===== config.mk =====
export PLATFORM = sky130hd
export DESIGN_NAME = power_state_ctrl
export DESIGN_NICKNAME = d
export VERILOG_FILES = /design/src/hw/pwr_state_pkg.sv /design/src/hw/seq_if.sv /design/src/hw/rail_slot_sequencer.sv /design/src/hw/power_state_ctrl.sv
export SDC_FILE = /design/constraint.sdc
export NUM_CORES = 1
export LEC_CHECK = 0
export BUFFER_PORTS_ARGS = -buffer_cell sky130_fd_sc_hd__buf_4
export CORE_UTILIZATION = 35
export DETAILED_ROUTE_END_ITERATION = 6
export PLACE_DENSITY = 0.57
export SLEW_MARGIN = 10
export SYNTH_ARGS = -nofsm -noshare
export SYNTH_HDL_FRONTEND = slang
export SYNTH_SLANG_ARGS = --single-unit

===== constraint.sdc =====
create_clock -name clock_in -period 4.9 [get_ports clock_in]
set_clock_uncertainty 0.2 [all_clocks]
set_input_delay 0.49 -clock clock_in [delete_from_list [all_inputs] [get_ports clock_in]]
set_output_delay 0.49 -clock clock_in [all_outputs]
set_load 0.02 [all_outputs]

===== src/hw/pwr_state_pkg.sv =====
package pwr_state_pkg;

  // ---------------------------------------------------------------
  // Sizes
  // ---------------------------------------------------------------
  localparam int NUM_BUCKS = 3;
  localparam int NUM_SLOTS = 3;
  localparam int NUM_EVENTS = 12;
  localparam int TIMER_W = 8;
  localparam int SLOT_IDX_W = 2;
  localparam int ADDR_W = 8;

  // ---------------------------------------------------------------
  // Register offsets
  // ---------------------------------------------------------------
  localparam logic [ADDR_W-1:0] OFS_MODE = 8'h00;
  localparam logic [ADDR_W-1:0] OFS_VR_CMD = 8'h04;
  localparam logic [ADDR_W-1:0] OFS_RAIL_EN = 8'h08;
  localparam logic [ADDR_W-1:0] OFS_SEQ0 = 8'h0c;
  localparam logic [ADDR_W-1:0] OFS_SEQ1 = 8'h10;
  localparam logic [ADDR_W-1:0] OFS_SEQ2 = 8'h14;
  localparam logic [ADDR_W-1:0] OFS_SOFT_STOP = 8'h18;
  localparam logic [ADDR_W-1:0] OFS_STATUS = 8'h1c;
  localparam logic [ADDR_W-1:0] OFS_CLEAR = 8'h20;
  localparam logic [ADDR_W-1:0] OFS_MASK = 8'h24;
  localparam logic [ADDR_W-1:0] OFS_STATE = 8'h28;

  // ---------------------------------------------------------------
  // Field positions
  // ---------------------------------------------------------------
  localparam int MODE_PROG_BIT = 0;
  localparam int MODE_QUIESCENT_BIT = 4;
  localparam int VR_ENABLE_BIT = 7;
  localparam int PG_OVERRIDE_BIT = 5;
  localparam int RAIL_A_BIT = 6;
  localparam int RAIL_B_BIT = 4;
  localparam int RAIL_C_BIT = 3;
  localparam int SEQ_MASK_LSB = 0;
  localparam int SEQ_DELAY_LSB = 8;

  // ---------------------------------------------------------------
  // Reset values
  // ---------------------------------------------------------------
  localparam logic MODE_PROG_RESET = 1'b0;
  localparam logic MODE_QUIESCENT_RESET = 1'b1;
  localparam logic [NUM_BUCKS-1:0] RAIL_EN_RESET = 3'h7;
  localparam logic [NUM_SLOTS-1:0][NUM_BUCKS-1:0] SEQ_MASK_RESET = {3'h4, 3'h2, 3'h1};
  localparam logic [TIMER_W-1:0] SEQ_DELAY_RESET = 8'h04;
  localparam logic [TIMER_W-1:0] SOFT_STOP_RESET = 8'h08;
  localparam logic [NUM_EVENTS-1:0] MASK_RESET = 12'h000;

  // Event sources that also force a regulator shutdown
  localparam logic [NUM_EVENTS-1:0] FAULT_EVENT_MASK = 12'h23a;

  // ---------------------------------------------------------------
  // Timing
  // ---------------------------------------------------------------
  localparam int CLOCK_PERIOD_NS = 25;
  localparam int POWER_OK_RELEASE_DELAY_NS = 1000;
  localparam int POWER_OK_RELEASE_CYCLES =
    (POWER_OK_RELEASE_DELAY_NS + CLOCK_PERIOD_NS - 1) / CLOCK_PERIOD_NS;
  localparam logic [TIMER_W-1:0] POWER_OK_RELEASE_COUNT = TIMER_W'(POWER_OK_RELEASE_CYCLES);

  // ---------------------------------------------------------------
  // Power states
  // ---------------------------------------------------------------
  typedef enum logic [2:0] {
    state_supply_invalid,
    state_pre_enable,
    state_power_on,
    state_regulating,
    state_power_off,
    state_quiescent,
    state_post_enable_nofault,
    state_post_enable_fault
  } power_state_t;

endpackage : pwr_state_pkg


===== src/hw/seq_if.sv =====
`timescale 1ns/100ps
`default_nettype none
interface seq_if;
  import pwr_state_pkg::*;
  logic start;
  logic up;
  logic [NUM_SLOTS-1:0][NUM_BUCKS-1:0] slot_mask;
  logic [NUM_SLOTS-1:0][TIMER_W-1:0] slot_delay;
  logic [NUM_BUCKS-1:0][TIMER_W-1:0] soft_stop;
  logic done;
  logic busy;
  logic [NUM_BUCKS-1:0] buck_on;
  logic [NUM_BUCKS-1:0] ramping;

  modport ctrl (
    output start, up, slot_mask, slot_delay, soft_stop,
    input done, busy, buck_on, ramping
  );
  modport seq (
    input start, up, slot_mask, slot_delay, soft_stop,
    output done, busy, buck_on, ramping
  );
endinterface : seq_if
`default_nettype wire


===== src/hw/rail_slot_sequencer.sv =====
`timescale 1ns/100ps
`default_nettype none
module rail_slot_sequencer
  import pwr_state_pkg::*;
(
  // Clock and reset
  input wire logic clock_in,
  input wire logic reset_n_in,
  // Control side
  seq_if.seq ctl
);

  typedef enum logic [1:0] {ph_idle, ph_load, ph_ramp, ph_delay} seq_phase_t;

  typedef struct packed {
    seq_phase_t phase;
    logic [SLOT_IDX_W-1:0] slot;
    logic up;
    logic [TIMER_W-1:0] delay;
    logic [NUM_BUCKS-1:0] on;
    logic [NUM_BUCKS-1:0][TIMER_W-1:0] ramp;
    logic done;
  } seq_state_t;

  seq_state_t s_q;
  seq_state_t s_d;

  always_comb begin
    logic [NUM_BUCKS-1:0] mask;
    s_d = s_q;
    s_d.done = 1'b0;
    mask = ctl.slot_mask[s_q.slot];
    // Every ramp runs down on its own time
    for (int i = 0; i < NUM_BUCKS; i++) begin
      if (s_q.ramp[i] != '0) begin
        s_d.ramp[i] = s_q.ramp[i] - 1'b1;
      end
    end
    unique case (s_q.phase)
      ph_idle: ;
      ph_load: begin
        s_d.on = s_q.up ? (s_q.on | mask) : (s_q.on & ~mask);
        for (int i = 0; i < NUM_BUCKS; i++) begin
          if (mask[i]) begin
            s_d.ramp[i] = ctl.soft_stop[i];
          end
        end
        s_d.phase = ph_ramp;
      end
      ph_ramp: begin
        // Waiting on all ramps equals waiting on the longest one
        if (s_q.ramp == '0) begin
          s_d.delay = ctl.slot_delay[s_q.slot];
          s_d.phase = ph_delay;
        end
      end
      ph_delay: begin
        if (s_q.delay != '0) begin
          s_d.delay = s_q.delay - 1'b1;
        end else if (s_q.slot == SLOT_IDX_W'(NUM_SLOTS - 1)) begin
          s_d.phase = ph_idle;
          s_d.done = 1'b1;
        end else begin
          s_d.slot = s_q.slot + 1'b1;
          s_d.phase = ph_load;
        end
      end
    endcase
    // A new request restarts from the first slot
    if (ctl.start) begin
      s_d.up = ctl.up;
      s_d.slot = '0;
      s_d.phase = ph_load;
    end
  end

  always_ff @(posedge clock_in or negedge reset_n_in) begin
    if (!reset_n_in) begin
      s_q <= '{phase: ph_idle, slot: '0, up: 1'b0, delay: '0, on: '0, ramp: '0, done: 1'b0};
    end else begin
      s_q <= s_d;
    end
  end

  assign ctl.done = s_q.done;
  assign ctl.busy = (s_q.phase != ph_idle);
  assign ctl.buck_on = s_q.on;

  for (genvar g = 0; g < NUM_BUCKS; g++) begin : g_ramp
    assign ctl.ramping[g] = (s_q.ramp[g] != '0);
  end

endmodule : rail_slot_sequencer
`default_nettype wire


===== src/hw/power_state_ctrl.sv =====
// Our own choices: register access over AHB-Lite and the placing of the registers.
`timescale 1ns/100ps
`default_nettype none
module power_state_ctrl
  import pwr_state_pkg::*;
(
  // Clock and reset
  input wire logic clock_in,
  input wire logic reset_n_in,
  // AHB-Lite slave
  input wire logic hsel_in,
  input wire logic [31:0] haddr_in,
  input wire logic [1:0] htrans_in,
  input wire logic hwrite_in,
  input wire logic [2:0] hsize_in,
  input wire logic [31:0] hwdata_in,
  input wire logic hready_in,
  output logic hreadyout_out,
  output logic hresp_out,
  output logic [31:0] hrdata_out,
  // Enable pin and event conditions
  input wire logic regulator_enable_pin_in,
  input wire logic [NUM_EVENTS-1:0] event_cond_in,
  // Open-drain indicators, enable low while pulling low
  output logic power_ok_line_out,
  output logic power_ok_line_oe_n_out,
  output logic general_status_irq_n_out,
  output logic general_status_irq_oe_n_out,
  // Regulator enables
  output logic [NUM_BUCKS-1:0] buck_en_out,
  output logic [NUM_BUCKS-1:0] buck_ramping_out,
  output logic linear_reg_high_en_out,
  output logic linear_reg_low_en_out
);

  // ---------------------------------------------------------------
  // State
  // ---------------------------------------------------------------
  typedef struct packed {
    power_state_t state;
    power_state_t target;
    logic pin_q;
    logic pg_low;
    logic pg_wait;
    logic [TIMER_W-1:0] pg_cnt;
    logic fault_lock;
    logic override;
    logic prog_mode;
    logic quiescent_en;
    logic [NUM_BUCKS-1:0] rail_en;
    logic [NUM_SLOTS-1:0][NUM_BUCKS-1:0] seq_mask;
    logic [NUM_SLOTS-1:0][TIMER_W-1:0] seq_delay;
    logic [NUM_BUCKS-1:0][TIMER_W-1:0] soft_stop;
    logic [NUM_EVENTS-1:0] status;
    logic [NUM_EVENTS-1:0] mask;
    logic dph_write;
    logic [ADDR_W-1:0] dph_addr;
    logic [31:0] rdata;
    logic seq_start;
    logic seq_up;
  } ctrl_state_t;

  ctrl_state_t s_q;
  ctrl_state_t s_d;

  seq_if sq ();

  rail_slot_sequencer u_seq (
    .clock_in(clock_in),
    .reset_n_in(reset_n_in),
    .ctl(sq.seq)
  );

  assign sq.start = s_q.seq_start;
  assign sq.up = s_q.seq_up;
  assign sq.slot_mask = s_q.seq_mask;
  assign sq.slot_delay = s_q.seq_delay;
  assign sq.soft_stop = s_q.soft_stop;

  // ---------------------------------------------------------------
  // Helpers
  // ---------------------------------------------------------------
  function automatic logic [NUM_BUCKS-1:0] rail_from_word(input logic [31:0] w);
    return {w[RAIL_C_BIT], w[RAIL_B_BIT], w[RAIL_A_BIT]};
  endfunction : rail_from_word

  function automatic logic [31:0] rail_to_word(input logic [NUM_BUCKS-1:0] r);
    logic [31:0] w;
    w = 32'h0000_0000;
    w[RAIL_A_BIT] = r[0];
    w[RAIL_B_BIT] = r[1];
    w[RAIL_C_BIT] = r[2];
    return w;
  endfunction : rail_to_word

  // Slot index of a sequence register, or NUM_SLOTS when none
  function automatic int slot_of(input logic [ADDR_W-1:0] a);
    if (a == OFS_SEQ0) return 0;
    if (a == OFS_SEQ1) return 1;
    if (a == OFS_SEQ2) return 2;
    return NUM_SLOTS;
  endfunction : slot_of

  // ---------------------------------------------------------------
  // Next state
  // ---------------------------------------------------------------
  always_comb begin
    logic addr_ok;
    logic take;
    logic wr;
    logic locked;
    logic protect;
    logic pin_rise;
    logic pin_fall;
    logic vr_one;
    logic vr_zero;
    logic fault_any;
    logic [31:0] wd;
    logic [NUM_EVENTS-1:0] clr;
    logic [31:0] rd;
    int sl;
    s_d = s_q;
    s_d.seq_start = 1'b0;
    s_d.pin_q = regulator_enable_pin_in;
    pin_rise = regulator_enable_pin_in & ~s_q.pin_q;
    pin_fall = ~regulator_enable_pin_in & s_q.pin_q;
    fault_any = |(event_cond_in & FAULT_EVENT_MASK);
    wd = hwdata_in;
    addr_ok = (haddr_in[31:ADDR_W] == '0);
    take = hsel_in & htrans_in[1] & hready_in;
    // No bus writes while quiescent
    locked = (s_q.state == state_quiescent);
    // Override keeps protected registers frozen
    protect = s_q.override;
    wr = s_q.dph_write & ~locked;
    sl = slot_of(s_q.dph_addr);
    vr_one = wr && (s_q.dph_addr == OFS_VR_CMD) && wd[VR_ENABLE_BIT];
    vr_zero = wr && (s_q.dph_addr == OFS_VR_CMD) && !wd[VR_ENABLE_BIT];

    // -------------------------------------------------------------
    // Address phase
    // -------------------------------------------------------------
    s_d.dph_write = take & hwrite_in & addr_ok;
    s_d.dph_addr = haddr_in[ADDR_W-1:0];
    rd = 32'h0000_0000;
    unique case (haddr_in[ADDR_W-1:0])
      OFS_MODE: begin
        rd[MODE_PROG_BIT] = s_q.prog_mode;
        rd[MODE_QUIESCENT_BIT] = s_q.quiescent_en;
      end
      OFS_VR_CMD: begin
        rd[VR_ENABLE_BIT] = (s_q.state == state_regulating);
        rd[PG_OVERRIDE_BIT] = s_q.override;
      end
      OFS_RAIL_EN: rd = rail_to_word(s_q.rail_en);
      OFS_SEQ0, OFS_SEQ1, OFS_SEQ2: begin
        rd[SEQ_MASK_LSB +: NUM_BUCKS] = s_q.seq_mask[slot_of(haddr_in[ADDR_W-1:0])];
        rd[SEQ_DELAY_LSB +: TIMER_W] = s_q.seq_delay[slot_of(haddr_in[ADDR_W-1:0])];
      end
      OFS_SOFT_STOP: rd[NUM_BUCKS*TIMER_W-1:0] = s_q.soft_stop;
      OFS_STATUS: rd[NUM_EVENTS-1:0] = s_q.status;
      OFS_MASK: rd[NUM_EVENTS-1:0] = s_q.mask;
      OFS_STATE: begin
        rd[2:0] = s_q.state;
        rd[5:3] = sq.buck_on;
        rd[6] = s_q.pg_low;
        rd[7] = s_q.fault_lock;
        rd[8] = sq.busy;
      end
      default: rd = 32'h0000_0000;
    endcase
    if (take && !hwrite_in) begin
      s_d.rdata = addr_ok ? rd : 32'h0000_0000;
    end

    // -------------------------------------------------------------
    // Data phase writes
    // -------------------------------------------------------------
    clr = (wr && s_q.dph_addr == OFS_CLEAR) ? wd[NUM_EVENTS-1:0] : '0;
    if (wr && !protect) begin
      if (s_q.dph_addr == OFS_MODE) begin
        s_d.prog_mode = wd[MODE_PROG_BIT];
        s_d.quiescent_en = wd[MODE_QUIESCENT_BIT];
      end
      if (s_q.dph_addr == OFS_VR_CMD && wd[PG_OVERRIDE_BIT]) begin
        s_d.override = 1'b1;
      end
      // Secure mode leaves the per-rail enables alone
      if (s_q.dph_addr == OFS_RAIL_EN && s_q.prog_mode) begin
        s_d.rail_en = rail_from_word(wd);
      end
      if (sl < NUM_SLOTS) begin
        s_d.seq_mask[sl] = wd[SEQ_MASK_LSB +: NUM_BUCKS];
        s_d.seq_delay[sl] = wd[SEQ_DELAY_LSB +: TIMER_W];
      end
      if (s_q.dph_addr == OFS_SOFT_STOP) begin
        s_d.soft_stop = wd[NUM_BUCKS*TIMER_W-1:0];
      end
      if (s_q.dph_addr == OFS_MASK) begin
        s_d.mask = wd[NUM_EVENTS-1:0];
      end
    end

    // -------------------------------------------------------------
    // Event status: a condition present in the clear cycle wins
    // -------------------------------------------------------------
    s_d.status = (s_q.status & ~clr) | event_cond_in;

    // -------------------------------------------------------------
    // Power ok release after power-on
    // -------------------------------------------------------------
    if (s_q.pg_wait) begin
      if (s_q.pg_cnt <= 8'h01) begin
        s_d.pg_low = 1'b0;
        s_d.pg_wait = 1'b0;
      end else begin
        s_d.pg_cnt = s_q.pg_cnt - 1'b1;
      end
    end

    // -------------------------------------------------------------
    // Power state machine
    // -------------------------------------------------------------
    unique case (s_q.state)
      state_supply_invalid: begin
        s_d.state = state_pre_enable;
      end
      state_pre_enable: begin
        // Bus enable counts only in programmable mode
        if (pin_rise || (s_q.prog_mode && vr_one)) begin
          s_d.seq_start = 1'b1;
          s_d.seq_up = 1'b1;
          s_d.state = state_power_on;
        end
      end
      state_power_on: begin
        if (fault_any) begin
          s_d.pg_low = 1'b1;
          s_d.pg_wait = 1'b0;
          s_d.fault_lock = ~s_q.prog_mode;
          s_d.target = state_post_enable_fault;
          s_d.seq_start = 1'b1;
          s_d.seq_up = 1'b0;
          s_d.state = state_power_off;
        end else if (sq.done) begin
          s_d.state = state_regulating;
          s_d.pg_wait = s_q.pg_low;
          s_d.pg_cnt = POWER_OK_RELEASE_COUNT;
        end
      end
      state_regulating: begin
        // Priority: fault, override, pin, bus command
        if (fault_any) begin
          s_d.pg_low = 1'b1;
          s_d.pg_wait = 1'b0;
          s_d.fault_lock = ~s_q.prog_mode;
          s_d.target = state_post_enable_fault;
          s_d.seq_start = 1'b1;
          s_d.seq_up = 1'b0;
          s_d.state = state_power_off;
        end else if (s_q.override) begin
          s_d.pg_low = 1'b1;
          s_d.pg_wait = 1'b0;
          s_d.target = state_post_enable_nofault;
          s_d.seq_start = 1'b1;
          s_d.seq_up = 1'b0;
          s_d.state = state_power_off;
        end else if (pin_fall && s_q.quiescent_en) begin
          s_d.pg_low = 1'b1;
          s_d.pg_wait = 1'b0;
          s_d.target = state_quiescent;
          s_d.seq_start = 1'b1;
          s_d.seq_up = 1'b0;
          s_d.state = state_power_off;
        end else if (vr_zero && s_q.prog_mode && s_q.quiescent_en) begin
          // Intentional bus shutdown keeps power ok released
          s_d.target = state_quiescent;
          s_d.seq_start = 1'b1;
          s_d.seq_up = 1'b0;
          s_d.state = state_power_off;
        end
        // Quiescent disabled: pin fall leaves rails on and the state in regulating
      end
      state_power_off: begin
        if (sq.done) begin
          s_d.state = s_q.target;
        end
      end
      state_quiescent: begin
        if (pin_rise) begin
          s_d.seq_start = 1'b1;
          s_d.seq_up = 1'b1;
          s_d.state = state_power_on;
        end
      end
      state_post_enable_nofault: begin
        if (vr_one) begin
          s_d.override = 1'b0;
          s_d.seq_start = 1'b1;
          s_d.seq_up = 1'b1;
          s_d.state = state_power_on;
        end
      end
      state_post_enable_fault: begin
        // Secure lockout clears only through a supply cycle
        if (!s_q.fault_lock && (vr_one || pin_rise)) begin
          s_d.seq_start = 1'b1;
          s_d.seq_up = 1'b1;
          s_d.state = state_power_on;
        end
      end
    endcase
  end

  // ---------------------------------------------------------------
  // Registers
  // ---------------------------------------------------------------
  always_ff @(posedge clock_in or negedge reset_n_in) begin
    if (!reset_n_in) begin
      s_q <= '{
        state: state_supply_invalid,
        target: state_quiescent,
        pin_q: 1'b0,
        pg_low: 1'b1,
        pg_wait: 1'b0,
        pg_cnt: '0,
        fault_lock: 1'b0,
        override: 1'b0,
        prog_mode: MODE_PROG_RESET,
        quiescent_en: MODE_QUIESCENT_RESET,
        rail_en: RAIL_EN_RESET,
        seq_mask: SEQ_MASK_RESET,
        seq_delay: {NUM_SLOTS{SEQ_DELAY_RESET}},
        soft_stop: {NUM_BUCKS{SOFT_STOP_RESET}},
        status: '0,
        mask: MASK_RESET,
        dph_write: 1'b0,
        dph_addr: '0,
        rdata: 32'h0000_0000,
        seq_start: 1'b0,
        seq_up: 1'b0
      };
    end else begin
      s_q <= s_d;
    end
  end

  // ---------------------------------------------------------------
  // Outputs
  // ---------------------------------------------------------------
  assign hreadyout_out = 1'b1;
  assign hresp_out = 1'b0;
  assign hrdata_out = s_q.rdata;

  // Only the pull low is ever driven
  assign power_ok_line_out = 1'b0;
  assign power_ok_line_oe_n_out = ~s_q.pg_low;
  assign general_status_irq_n_out = 1'b0;
  // Interrupt has no path into the regulator logic
  assign general_status_irq_oe_n_out = ~|(s_q.status & ~s_q.mask);

  assign buck_en_out = sq.buck_on & s_q.rail_en;
  assign buck_ramping_out = sq.ramping;
  assign linear_reg_high_en_out = (s_q.state != state_quiescent);
  assign linear_reg_low_en_out = (s_q.state != state_quiescent);

endmodule : power_state_ctrl
`default_nettype wire


Word level (Yosys, flattened, before mapping)
Cells that the tools add are included.

storage, ports and cells
  register bits after elaboration = 189
  bits in latches = 0
  bits in writable memories = 0
  ROM bits = 0
  bits of input ports = 87
  output and inout port bits = 46
  word-level logic and storage cells = 284
  memories = 0

cells by class
  $add $sub $neg = 6
  multipliers = 0
  div/mod/pow operators = 0
  $lt $le $gt $ge = 6
  equal/unequal tests = 43
  shift-type cells = 0
  mux-type cells = 120
  bitwise logic cells = 21
  reduce and logical (&&, ||, !) cells = 52

operator list
  cell                                                                           number
  32-bit two-way mux                                                             8
  8-bit two-way mux                                                              16
  24-bit two-way mux                                                             3
  32-bit by 4-bit less-than comparator with 1-bit output, second input constant  2
  63-bit two-way mux                                                             1
  8-bit by 5-bit equality test with 1-bit output, second input constant          7
  24-bit logical NOT                                                             2
  3-bit two-way mux                                                              14
  8-bit by 1-bit subtractor with 8-bit output, second input constant             5
  2-bit two-way mux                                                              18
  33-bit two-way mux                                                             1
  8-bit binary-select mux with 2-bit select                                      2
  8-bit by 4-bit equality test with 1-bit output, second input constant          4
  8-bit by 6-bit equality test with 1-bit output, second input constant          4
  32-bit by 1-bit >= comparator with 1-bit output, second input constant         1
  32-bit by 3-bit less-than comparator with 1-bit output, second input constant  1
  8-bit nonzero test                                                             4
  1-bit two-way mux                                                              26
  1-bit case mux with 5 select lines                                             5
  12-bit bitwise AND                                                             2
  24-bit bitwise mux                                                             1
  6-bit two-way mux                                                              4
  12-bit inverter                                                                2
  3-bit case mux with 8 select lines                                             1
  other kinds (53)                                                               114

Depth between registers and ports, before layout
  depth in word-level cells = 17
  depth in mapped cells = 9
  depth with buffers taken out = 8

Hierarchy
From an unflattened synthesis, not the netlist that was laid out.

second synthesis, totals
  cell total of the unflattened synthesis = 897
  area, all modules = 9,779.4 um^2

modules (own cells, without submodules)
  module               instances  cells each  area each (um^2)  seq. area each (um^2)
  power_state_ctrl     1          644         7,064.3           3,497.1
  rail_slot_sequencer  1          253         2,715.1           1,026.0

Worst setup path before layout
OpenSTA, ideal clock, no wires.

  kind = register to output
  from = register s_q[63] (netlist name)
  to = output port general_status_irq_oe_n_out
  arrival time = 2.113 ns
  required time = 4.210 ns
  setup slack = 2.097 ns
  cell stages (with the launch flop) = 5
  path buffers = 0
  path through = dfrtp_1 inv_1 o22ai_1 or4_1 a2111oi_0

between the ends
  word-level cells in the longest chain between the ends = 3

RTL lines
  item                    line                     source
  start, declared         power_state_ctrl.sv:63   ctrl_state_t s_q;
  start signal, assigned  power_state_ctrl.sv:320  s_q <= '{
  12-bit bitwise AND      power_state_ctrl.sv:360  assign general_status_irq_oe_n_out = ~|(s_q.status & ~s_q.mask);
  12-bit OR reduction     power_state_ctrl.sv:360
  1-bit logical NOT       power_state_ctrl.sv:360
  end, declared           power_state_ctrl.sv:28   output logic general_status_irq_oe_n_out,

No other way between the ends.

Final worst setup path
  from = register u_seq.s_q[1] (netlist name)
  to = output port buck_ramping_out[0]

between the ends
  word-level cells in the longest chain between the ends = 1

RTL lines
  item                    line                       source
  start, declared         rail_slot_sequencer.sv:25  seq_state_t s_q;
  start signal, assigned  rail_slot_sequencer.sv:79  s_q <= '{phase: ph_idle, slot: '0, up: 1'b0, delay: '0, on: '0, ramp: '0, done: 1'b0};
  8-bit nonzero test      rail_slot_sequencer.sv:90  assign ctl.ramping[g] = (s_q.ramp[g] != '0);
  end, declared           power_state_ctrl.sv:31     output logic [NUM_BUCKS-1:0] buck_ramping_out,

No other way between the ends.

==> results_dict.tcl <==
set metrics [dict create \
    p_per_area_nw_per_um2 281 \
    gp_congestion 0.821 \
    cp-end-kind "primary output" \
    synthCells 903 \
    grt_pass1_wl_mm 41.2 \
    cp_slowest_cell "and3_1" \
    vias 7161 \
    fin_crit_ns 3.31 \
    clkPwrFrac 0.448 \
    p_int_w 0.00241 \
    diodes 0 \
    hold_path_class "input port to register" \
    worstPathArrival_ns 2.62 \
    drv_cap 0 \
    drive_gt1_frac 0.292 \
    ios 133 \
    cpPeakStageDelay_ns 0.57 \
    path_clk_slew_ns 0.06 \
    seqPwrFrac 0.488 \
    clk_latency_ns 0.43 \
    finalCritPeriodShare 0.675 \
    clock.fmax_ghz 0.303 \
    antenna_found_initial 0 \
    dr.pass1.iters 7 \
    status "finished clean" \
    grt_usage 0.191 \
    cts_buffers 17 \
    worstPathMaxFanout 9 \
    start_kind "register" \
    cts.sinks 180 \
    crit_path_cell_trace "inv_1 > ha_1 > nor3b_1 > and3_1 > inv_1 > buf_4" \
    initial_core_util 0.357 \
    drtIter0Drc 571 \
    ir_drop_mv 0.219 \
    p_switching_w 0.000733 \
    required_ns 4.21 \
    async_reset_ff_frac 1.00 \
    die_w_um 168 \
    ys_types 83 \
    cts_tree "built" \
    wl_per_cell_um 19.7 \
    area_growth_pct 15.9 \
    ys_warn_count 0 \
    hold_violations 0 \
    die_area_um2 28200 \
    drc 0 \
    criticalPathCategory "register to primary output" \
    die_y_um 168 \
    yosysSeqAreaShare 0.470 \
    r2r_cells 4 \
    drtAntennaViolNets 0 \
    h-tree-depth 4 \
    comb_power_share 0.064 \
    slew_violations 0 \
    vias_per_cell 5.37 \
    clockBufferDepth 2 \
    drt-total-wl_mm 26.3 \
    synthesis.area_um2 9630 \
    whs_path_depth 1 \
    layout_commonest_cell "dfrtp_1" \
    root_buffer "clkbuf_16" \
    core_um2 27000 \
    io_buffers 108 \
    globalRoute.totalOverflow 0 \
    grt_setup_unrepaired "no" \
    relSlewSlack 0.279 \
    syn_area_per_cell_um2 10.7 \
    tns_ns 0 \
    grt_start_max_net_pins 104 \
    critPathMostFrequentCell "inv_1" \
    final_core_util 0.414 \
    grt_pass1_vias 7076 \
    layout.nets 1074 \
    layout_common_cells "dfrtp_1 (165), buf_4 (118), mux2_2 (78)" \
    setup_viol 0 \
    ys_ff_latch 180 \
    post-cts-setup-buffers 0 \
    p_sw_frac 0.233 \
    fp-row-count 60 \
    hpwl_mm 19.0 \
    num-fill-cells 2603 \
    synth_ff_type "dfrtp_1" \
    synth_edf_count 0 \
    p_leak_nw 5.14 \
    tightest_slew_ns 1.07 \
]
[per-layer routing]
| layer | track usage | wire length (um) | share of wire |
|---|---|---|---|
| met5 | 0 | 0 | 0 |
| met4 | 0.0507 | 346 | 0.013 |
| met3 | 0.0339 | 1270 | 0.048 |
| met2 | 0.303 | 12100 | 0.46 |
| met1 | 0.268 | 12600 | 0.48 |
[synthesized netlist by cell type (13+ instances only)]
cell type    n  area share
nand3_1     15      0.0078
o21ai_0     32       0.017
dfstp_2     15       0.041
mux2_2      78       0.091
clkbuf_1    18      0.0070
mux2i_1     24       0.025
a22o_1      13       0.012
xnor2_1     14       0.013
buf_4       39       0.030
nor3_1      18      0.0094
nor4_1      16       0.010
a21oi_1     37       0.019
inv_1       36       0.014
mux2_4      20       0.031
nor2b_1     18       0.012
dfrtp_1    165        0.43
a21o_1      15       0.012
a22oi_1     13       0.010
nor2_1      57       0.022
nand2_1     68       0.026
[critical path, delay by kind of cell, from the launching register on]
kind	cells	cell delay [ns]
flip-flops	1	0.39
buffers and inverters	3	0.57
adder cells (fa/ha/maj)	1	0.21
AND/OR/NAND/NOR	2	1.00
[worst paths after layout]
path                                from  slack [ns]             endpoint
setup / recovery            u_seq.s_q[1]        1.59  buck_ramping_out[0]
hold / removal               haddr_in[0]        0.03              s_q[34]
setup reg to reg                 s_q[39]        1.73             register
hold reg to reg            hrdata_out[6]        0.29        hrdata_out[6]
max in group asynchronous     reset_n_in        3.01              s_q[78]
min in group asynchronous     reset_n_in        0.47         u_seq.s_q[7]
[stage by stage]
| step | instance area, um^2 | total power [W] | cells | setup slack [ns] | hold slack, ns |
|---|---|---|---|---|---|
| floorplan | 9670 | 0.00165 | 913 | 2.10 | -0.00559 |
| global placement | 10500 | 0.00176 | 1299 | 1.80 | 0.271 |
| detailed placement | 10500 | 0.00176 | 1299 | 1.72 | 0.278 |
| CTS | 11200 | 0.00317 | 1333 | 1.55 | 0.00976 |
| global route | 11200 | 0.00324 | 1333 | 1.37 | 0.0149 |
| finish | 11200 | 0.00314 | 1333 | 1.59 | 0.0300 |
[kinds of logic (layout without fill, tap and decap cells)]
kind of cell / count (synthesis) / count (layout) / share of synthesized area
adders and majority gates: 8 / 8 / 0.0104
AOI/OAI and AO/OA: 181 / 181 / 0.129
and+or+nand+nor: 278 / 278 / 0.160
buffers and inverters: 112 / 191 / 0.0651
other: 2 / 12 / 0.000780
DFF: 180 / 180 / 0.470
muxes: 122 / 122 / 0.147
xor gates and xnor gates: 20 / 20 / 0.0182
[what timing repair did]
item                                   in CTS  in global routing
hold buffers                                2                  0
endpoints found under the hold margin      70                  0
gates resized for setup                     0                  0
[power by group through the flow]
stage	logic, W	registers, W	clock network (W)
2_1_floorplan	0.0000965	0.00155	0
3_3_place_gp	0.000200	0.00156	0
3_5_place_dp	0.000202	0.00156	0
4_1_cts	0.000204	0.00153	0.00144
5_1_grt	0.000219	0.00154	0.00149
6_report	0.000201	0.00153	0.00141
[area by class of cell]
class	count	area, um^2	share of cell area
Tap cell	341	427	0.0382
Sequential cell	180	4520	0.405
Timing Repair Buffer	122	937	0.0839
Multi-Input combinational cell	621	4530	0.406
Clock inverter	10	123	0.0110
Inverter	37	139	0.0124
Clock buffer	22	484	0.0434
No activity file was read; power rests on OpenSTA's default activity.
